File: config.mk
export PLATFORM = sky130hd
export DESIGN_NAME = eiq_top
export DESIGN_NICKNAME = d
export VERILOG_FILES = /design/src/eiq_pkg.sv /design/src/eiq_filter.sv /design/src/eiq_top.sv
export VERILOG_INCLUDE_DIRS = /design/src
export SDC_FILE = /design/constraint.sdc
export NUM_CORES = 1
export LEC_CHECK = 0
export ABC_AREA = 1
export BUFFER_PORTS_ARGS = -buffer_cell sky130_fd_sc_hd__buf_2
export CORE_MARGIN = 8
export CORE_UTILIZATION = 30
export CTS_CLUSTER_SIZE = 40
export DETAILED_ROUTE_END_ITERATION = 10
export SLEW_MARGIN = 20
export SYNTH_ARGS = -nofsm -noshare
export SYNTH_HDL_FRONTEND = slang
export SYNTH_SLANG_ARGS = --single-unit
File: constraint.sdc
create_clock -name clk_i -period 2.2 [get_ports clk_i]
set_input_delay 0.33 -clock clk_i [delete_from_list [all_inputs] [get_ports clk_i]]
set_output_delay 0.33 -clock clk_i [all_outputs]
set_load 0.01 [all_outputs]
File: src/eiq_params.svh
// Constants for the external interrupt noise filter
`ifndef EIQ_PARAMS_SVH
`define EIQ_PARAMS_SVH
`define EIQ_ADDR_CTRL      32'h0000_0000
`define EIQ_ADDR_GATE      32'h0000_0004
`define EIQ_ADDR_STATUS    32'h0000_0008
`define EIQ_ADDR_MASK      32'h0000_000C
`define EIQ_ADDR_MODE      32'h0000_0010
`define EIQ_CTRL_ES_LSB    0
`define EIQ_CTRL_NC_LSB    2
`define EIQ_CTRL_LVL_BIT   4
`define EIQ_CTRL_RST       2'h0
`define EIQ_GATE_RST       1'h0
`define EIQ_MASK_RST       2'h0
`define EIQ_MODE_RST       3'h0
`define EIQ_LF_DIV         4
`define EIQ_A_FAST_HITS    3
`define EIQ_A_SLOW_HITS    2
`define EIQ_B_FAST_HITS    2
`define EIQ_B_SLOW_HITS    8
`endif

File: src/eiq_pkg.sv
// Types for the external interrupt noise filter
`default_nettype none
package eiq_pkg;
  typedef enum logic [1:0] {
    EIQ_TRIG_RISE,
    EIQ_TRIG_FALL,
    EIQ_TRIG_BOTH,
    EIQ_TRIG_HIGH
  } eiq_trig_t;
  typedef enum logic [2:0] {
    EIQ_MODE_NORMAL,
    EIQ_MODE_IDLE,
    EIQ_MODE_SLOW,
    EIQ_MODE_SLEEP_LOW_CLOCK_MODE,
    EIQ_MODE_IDLE_DEEP_MODE,
    EIQ_MODE_SLEEP_DEEP_MODE,
    EIQ_MODE_STOP
  } eiq_mode_t;
endpackage
`default_nettype wire

File: src/eiq_filter.sv
// Consecutive-sample glitch filter, count of equal samples selectable
`default_nettype none
module eiq_filter (
  input  wire logic       clk_i,
  input  wire logic       srst_i,
  input  wire logic       en_i,
  input  wire logic       sample_i,
  input  wire logic       din_i,
  input  wire logic [3:0] hits_i,
  input  wire logic       flush_i,
  output logic            dout_o
);
  logic [3:0] run_reg;
  logic       last_reg;

  always_ff @(posedge clk_i)
  begin
    if (srst_i || flush_i)
    begin
      run_reg  <= 4'h0;
      last_reg <= 1'b1;
      dout_o   <= 1'b1;
    end
    else if (en_i && sample_i)
    begin
      last_reg <= din_i;
      if (din_i != last_reg)
        run_reg <= 4'h1;
      else if (run_reg < hits_i)
        run_reg <= run_reg + 4'h1;
      // Output moves only once the run reaches the threshold
      if ((din_i == last_reg) && (run_reg + 4'h1 >= hits_i))
        dout_o <= din_i;
    end
  end
endmodule
`default_nettype wire

File: src/eiq_top.sv
// External interrupt noise filter with AHB-Lite register slave
//
// Register access over AHB-Lite and the register addresses were chosen for this implementation.
`include "eiq_params.svh"
`default_nettype none
module eiq_top (
  input  wire logic        clk_i,
  input  wire logic        srst_i,
  input  wire logic        ce_i,
  input  wire logic        ext_irq_a_pin_i,
  input  wire logic        ext_irq_b_pin_i,
  input  wire logic        pin_a_is_output_i,
  input  wire logic        pin_b_is_output_i,
  input  wire logic        low_freq_clock_i,
  input  wire logic        hsel,
  input  wire logic [31:0] haddr,
  input  wire logic [1:0]  htrans,
  input  wire logic        hwrite,
  input  wire logic [2:0]  hsize,
  input  wire logic [31:0] hwdata,
  input  wire logic        hready,
  output logic      [31:0] hrdata,
  output logic             hreadyout,
  output logic             hresp,
  output logic             irq_a_req_o,
  output logic             irq_b_req_o,
  output logic             irq_o
);
  import eiq_pkg::*;

  eiq_trig_t  trigger_condition_select_reg;
  logic [1:0] sample_interval_select_reg;
  logic       filtered_level_capture_reg;
  logic       irq_clock_gate_reg;
  logic [1:0] status_reg;
  logic [1:0] mask_reg;
  eiq_mode_t  mode_reg;
  logic       wr_pend_reg;
  logic       rd_pend_reg;
  logic [4:0] addr_reg;
  logic [3:0] div_reg;
  logic [1:0] lf_cnt_reg;
  logic       lf_d1_reg;
  logic       lf_d2_reg;
  logic       lf_d3_reg;
  logic       a_last_reg;
  logic       b_last_reg;

  logic       run;
  logic       fast;
  logic       slow;
  logic       lf_rise;
  logic       lf_tick;
  logic       a_tick;
  logic       a_din;
  logic       b_din;
  logic       a_flt;
  logic       b_flt;
  logic [3:0] a_hits;
  logic [3:0] b_hits;
  logic       a_hit;
  logic       b_hit;
  logic       take;
  logic       rd_status;

  // Gate and mode decide whether the dividers and filters may run
  assign fast = (mode_reg == EIQ_MODE_NORMAL) || (mode_reg == EIQ_MODE_IDLE);
  assign slow = (mode_reg == EIQ_MODE_SLOW) || (mode_reg == EIQ_MODE_SLEEP_LOW_CLOCK_MODE);
  assign run  = ce_i && irq_clock_gate_reg && (fast || slow);

  // Pin in output mode reads low
  assign a_din = ext_irq_a_pin_i && !pin_a_is_output_i;
  assign b_din = ext_irq_b_pin_i && !pin_b_is_output_i;

  // Low clock is slow; two stages before edge detection
  always_ff @(posedge clk_i)
  begin
    if (srst_i)
    begin
      lf_d1_reg <= 1'b0;
      lf_d2_reg <= 1'b0;
      lf_d3_reg <= 1'b0;
    end
    else if (ce_i)
    begin
      lf_d1_reg <= low_freq_clock_i;
      lf_d2_reg <= lf_d1_reg;
      lf_d3_reg <= lf_d2_reg;
    end
  end
  assign lf_rise = lf_d2_reg && !lf_d3_reg;

  always_ff @(posedge clk_i)
  begin
    if (srst_i)
      lf_cnt_reg <= 2'h0;
    else if (run && slow && lf_rise)
      lf_cnt_reg <= lf_cnt_reg + 2'h1;
  end
  assign lf_tick = slow && lf_rise && (lf_cnt_reg == 2'(`EIQ_LF_DIV - 1));

  always_ff @(posedge clk_i)
  begin
    if (srst_i)
      div_reg <= 4'h0;
    else if (run && fast)
      div_reg <= div_reg + 4'h1;
  end

  always_comb
  begin
    unique case (sample_interval_select_reg)
      2'b00: a_tick = 1'b1;
      2'b01: a_tick = (div_reg[1:0] == 2'h0);
      2'b10: a_tick = (div_reg[2:0] == 3'h0);
      2'b11: a_tick = (div_reg == 4'h0);
    endcase
  end

  assign a_hits = fast ? 4'(`EIQ_A_FAST_HITS) : 4'(`EIQ_A_SLOW_HITS);
  // Two equal clock samples reject one-cycle glitches
  assign b_hits = fast ? 4'(`EIQ_B_FAST_HITS) : 4'(`EIQ_B_SLOW_HITS);

  eiq_filter u_flt_a (
    .clk_i    (clk_i),
    .srst_i   (srst_i),
    .en_i     (run),
    .sample_i (fast ? a_tick : lf_tick),
    .din_i    (a_din),
    .hits_i   (a_hits),
    .flush_i  (ce_i && !irq_clock_gate_reg),
    .dout_o   (a_flt)
  );

  // Slow-mode second pin sampled every low clock rising edge, eight in a row
  eiq_filter u_flt_b (
    .clk_i    (clk_i),
    .srst_i   (srst_i),
    .en_i     (run),
    .sample_i (fast ? 1'b1 : lf_rise),
    .din_i    (b_din),
    .hits_i   (b_hits),
    .flush_i  (ce_i && !irq_clock_gate_reg),
    .dout_o   (b_flt)
  );

  always_ff @(posedge clk_i)
  begin
    if (srst_i)
    begin
      a_last_reg <= 1'b1;
      b_last_reg <= 1'b1;
    end
    else if (run)
    begin
      a_last_reg <= a_flt;
      b_last_reg <= b_flt;
    end
  end

  always_comb
  begin
    unique case (trigger_condition_select_reg)
      EIQ_TRIG_RISE: a_hit = a_flt && !a_last_reg;
      EIQ_TRIG_FALL: a_hit = !a_flt && a_last_reg;
      EIQ_TRIG_BOTH: a_hit = a_flt != a_last_reg;
      EIQ_TRIG_HIGH: a_hit = a_flt && a_tick_or_lf();
    endcase
  end

  // High level requests once per sample while high
  function automatic logic a_tick_or_lf();
    return fast ? a_tick : lf_tick;
  endfunction

  assign b_hit = !b_flt && b_last_reg;

  // One-cycle requests, back to back for a high level sampled every cycle; nothing while halted
  always_ff @(posedge clk_i)
  begin
    if (srst_i)
    begin
      irq_a_req_o <= 1'b0;
      irq_b_req_o <= 1'b0;
    end
    else if (ce_i)
    begin
      irq_a_req_o <= run && a_hit;
      irq_b_req_o <= run && b_hit;
    end
  end

  always_ff @(posedge clk_i)
  begin
    if (srst_i)
      filtered_level_capture_reg <= 1'b0;
    else if (run && a_hit)
      filtered_level_capture_reg <= a_flt;
  end

  // AHB-Lite slave, zero wait states, always OKAY
  assign take      = hsel && hready && htrans[1];
  assign hreadyout = 1'b1;
  assign hresp     = 1'b0;
  assign rd_status = rd_pend_reg && (32'(addr_reg) == `EIQ_ADDR_STATUS);

  always_ff @(posedge clk_i)
  begin
    if (srst_i)
    begin
      wr_pend_reg <= 1'b0;
      rd_pend_reg <= 1'b0;
      addr_reg    <= 5'h00;
    end
    else if (ce_i)
    begin
      // Upper address bits decoded so holes do not alias the registers
      wr_pend_reg <= take && hwrite && (haddr[31:5] == 27'h000_0000);
      rd_pend_reg <= take && !hwrite && (haddr[31:5] == 27'h000_0000);
      if (take)
        addr_reg <= haddr[4:0];
    end
  end

  always_ff @(posedge clk_i)
  begin
    if (srst_i)
    begin
      trigger_condition_select_reg <= EIQ_TRIG_RISE;
      sample_interval_select_reg   <= `EIQ_CTRL_RST;
      irq_clock_gate_reg           <= `EIQ_GATE_RST;
      mask_reg                     <= `EIQ_MASK_RST;
      mode_reg                     <= EIQ_MODE_NORMAL;
    end
    else if (ce_i && wr_pend_reg)
    begin
      unique case (32'(addr_reg))
        `EIQ_ADDR_CTRL:
        begin
          trigger_condition_select_reg <= eiq_trig_t'(hwdata[`EIQ_CTRL_ES_LSB +: 2]);
          sample_interval_select_reg   <= hwdata[`EIQ_CTRL_NC_LSB +: 2];
        end
        `EIQ_ADDR_GATE: irq_clock_gate_reg <= hwdata[0];
        `EIQ_ADDR_MASK: mask_reg <= hwdata[1:0];
        `EIQ_ADDR_MODE:
          if (hwdata[2:0] <= 3'h6)
            mode_reg <= eiq_mode_t'(hwdata[2:0]);
        default: ;
      endcase
    end
  end

  // Set wins over clear-on-read
  always_ff @(posedge clk_i)
  begin
    if (srst_i)
      status_reg <= 2'h0;
    else if (ce_i)
      status_reg <= (rd_status ? 2'h0 : status_reg) | {irq_b_req_o, irq_a_req_o};
  end

  always_comb
  begin
    hrdata = 32'h0000_0000;
    if (rd_pend_reg)
    begin
      unique case (32'(addr_reg))
        `EIQ_ADDR_CTRL:
        begin
          hrdata[`EIQ_CTRL_ES_LSB +: 2] = trigger_condition_select_reg;
          hrdata[`EIQ_CTRL_NC_LSB +: 2] = sample_interval_select_reg;
          hrdata[`EIQ_CTRL_LVL_BIT]     = filtered_level_capture_reg;
        end
        `EIQ_ADDR_GATE:   hrdata[0]   = irq_clock_gate_reg;
        `EIQ_ADDR_STATUS: hrdata[1:0] = status_reg;
        `EIQ_ADDR_MASK:   hrdata[1:0] = mask_reg;
        `EIQ_ADDR_MODE:   hrdata[2:0] = mode_reg;
        default:          hrdata      = 32'h0000_0000;
      endcase
    end
  end

  assign irq_o = |(status_reg & mask_reg);
endmodule
`default_nettype wire

==> results_dict.tcl <==
set metrics [dict create \
    row_count 34 \
    grt_max_degree 27 \
    grtUsageTotal 0.103 \
    drive_gt1_frac 0.217 \
    grt_pass1_vias 2421 \
    wl_mm 6.06 \
    cp_slowest_cell "dfxtp_1" \
    synthCells 366 \
    crit_arrival_ns 1.65 \
    dieHeight_um 110 \
    setup_violations 0 \
    diodes 0 \
    p_clk_frac 0.393 \
    r2r_start "mode_reg[1]" \
    initial_utilization 0.307 \
    ys_warn_count 0 \
    routedWlPerCell_um 11.4 \
    internal_power_uw 1210 \
    hold_violations 0 \
    critical_path_class "reg2out" \
    met3WireLength_um 443 \
    yosysTopAreaCell "dfxtp_1" \
    place.gp.congestion 0.784 \
    antenna_found_initial 0 \
    cts_setup_buffers 0 \
    netSwitchingFraction 0.237 \
    postSynthAreaPerCell_um2 7.27 \
    cts_htree_levels 2 \
    crit_fanout 3 \
    wl_met1_mm 2.82 \
    dr.pass1.iters 4 \
    reg2reg_slack_ns 0.54 \
    pin_count 117 \
    hold_path_class "in2reg" \
    layout_min_cycle_time_ns 1.98 \
    clk_pin_slew_ns 0.09 \
    netlist_top_cells_area "dfxtp_1, nand2_1, buf_4" \
    critPathTopFamily "simple AND/OR/NAND/NOR gates" \
    fin_tns_setup_ns 0 \
    dieArea_um2 12100 \
    ys_seq_area_frac 0.339 \
    portBuffers 55 \
    post-place-cells 523 \
    cts_tree "done" \
    worstHoldStart "haddr[0]" \
    numCtsBuffers 5 \
    cts.root.buffer_cell "clkbuf_8" \
    min_to "addr_reg[0]" \
    clkSinkCount 45 \
    core-area_um2 8680 \
    areaGrowthSynthToFinish_pct 14.4 \
    maxSlewViolCount 0 \
    r2r_end "u_flt_b.run_reg[1]" \
    vias 2406 \
    path_cells "nor2_1 -> nand3_1 -> nor2_1 -> nand2_1 -> o211ai_1 -> nor2_1 -> nor2_1 -> buf_2" \
    viasPerCell 4.53 \
    rr_worst_depth 7 \
    synth-edff-count 0 \
    seqPwrFrac 0.520 \
    clkLatencyLatePin_ns 0.30 \
    status "finished, final reports clean" \
    gr-total-overflow 0 \
    skew_ns 0.0135 \
    final_cells 531 \
    met2_length_mm 2.73 \
    worst_setup_path_start_kind "register" \
    p_leak_uw 0.00135 \
    finalPower_uw 1590 \
    vdd_drop_max_mv 0.234 \
    grt_pass1_wl_mm 10.3 \
    drc 0 \
    switchingPower_uw 375 \
    netlist-cell-type-count 40 \
    yosys_register_bits 45 \
    nNetsFinal 515 \
    combinationalPowerShare 0.087 \
    dr.first_iter.drc_count 90 \
    drtAntennaViolNets 0 \
    endpoint_kind "output port" \
    clockBufferDepth 2 \
    fillers 953 \
    fin_crit_sh 0.900 \
    critPathBufInv 1 \
    ys.flop_type "dfxtp_1" \
    p_per_area_nw_per_um2 521 \
    die_x_um 110 \
    hold_depth 3 \
    crit_path_frequent_cell "nor2_1" \
    maxCapViolations 0 \
    fmax_mhz 505 \
    rsz0062_at_grt "false" \
    syn_area_um2 2660 \
    cp.required_ns 1.87 \
    async_flop_share 0 \
    synth_top_area_share 0.339 \
    highest_layer "met4" \
    place_hpwl_mm 4.99 \
    largest_reg_flops 5 \
    critPathMaxStageDelay_ns 0.32 \
]
[worst min-delay path: stages]
cell	delay [ns]
buf_2	0.08
nor2_1	0.04
nor2_1	0.08
[per-stage QoR]
step                      worst slack [ns]   util  cell area (µm²)  hold WS (ns)
after global placement               0.528  0.338             2930         0.440
after CTS                            0.117  0.351             3040         0.245
after detailed placement             0.468  0.338             2930         0.445
after floorplan                      0.745      -             2760         0.427
final                                0.219  0.351             3050         0.258
after global routing               0.00222  0.351             3050         0.272
[metal layers]
metal	vias up	global-route usage
met5	-	0
li1	1251	-
met1	1073	0.124
met2	76	0.173
met3	6	0.0297
met4	0	0.0304
[worst max path at each step]
stage / start / to / slack, ns / cells after the start
floorplan: addr_reg[0] / hrdata[0] / 0.75 / 7
global placement: addr_reg[0] / hrdata[1] / 0.53 / 6
detailed placement: addr_reg[0] / hrdata[0] / 0.47 / 8
CTS: addr_reg[0] / hrdata[0] / 0.12 / 8
global route: addr_reg[0] / hrdata[1] / 0.002 / 6
finish: addr_reg[0] / hrdata[0] / 0.22 / 8
[power by group through the flow]
stage / combinational, µW / sequential (µW) / clock, µW
3_5_place_dp: 137 / 843 / 0
4_1_cts: 138 / 824 / 647
3_3_place_gp: 135 / 843 / 0
2_1_floorplan: 120 / 843 / 0
5_1_grt: 156 / 825 / 677
6_report: 138 / 824 / 623
[cell type report]
type / count / area, µm² / share of cell area
Clock buffer: 6 / 72.6 / 0.0238
Clock inverter: 2 / 38.8 / 0.0127
Inverter: 46 / 175 / 0.0575
Multi-Input combinational cell: 269 / 1450 / 0.475
Sequential cell: 45 / 901 / 0.296
Tap cell: 108 / 135 / 0.0444
Timing Repair Buffer: 55 / 275 / 0.0904
[what timing repair did]
item / CTS / global route
endpoints found under the setup margin: 0 / 2
endpoints found under the hold margin: 0 / 0
gates resized for setup: 0 / 1
hold buffers: 0 / 0
[cell usage after synthesis, types with 5 or more instances]
library cell	instances
o21ai_0	21
buf_4	29
nor2_1	34
o21ai_1	6
inv_1	38
nor2_2	5
dfxtp_1	45
inv_2	7
ha_1	13
a21oi_1	37
nand3_1	18
nand2_1	65
[cell families after synthesis]
family,count (synthesis),synth area share
and+or+nand+nor,144,0.253
buffers and inverters,79,0.157
AOI/OAI and AO/OA,77,0.162
DFF,45,0.339
adders and majority gates,13,0.0611
xor gates and xnor gates,6,0.0254
other,2,0.00282
[cells in the final DEF, fill, tap and decap left out, types with 2 or more instances in the layout]
cell type  synthesis  final
buf_2              1     55
nand2_1           65     65
inv_2              7      7
nor2_4             3      3
xnor2_1            2      2
conb_1             2     29
clkbuf_8           0      5
nand3_1           18     18
o211ai_1           4      4
a21oi_2            2      2
a21oi_1           37     37
inv_1             38     38
o21ai_0           21     21
dfxtp_1           45     45
xnor2_2            2      2
nor3_1             2      2
nor2_2             5      6
xor2_1             2      2
ha_1              13     13
nand2_2            4      4
nor2_1            34     33
o21ai_1            6      6
nor4_1             4      4
nand4_1            3      3
No activity file was read; power rests on OpenSTA's default activity.
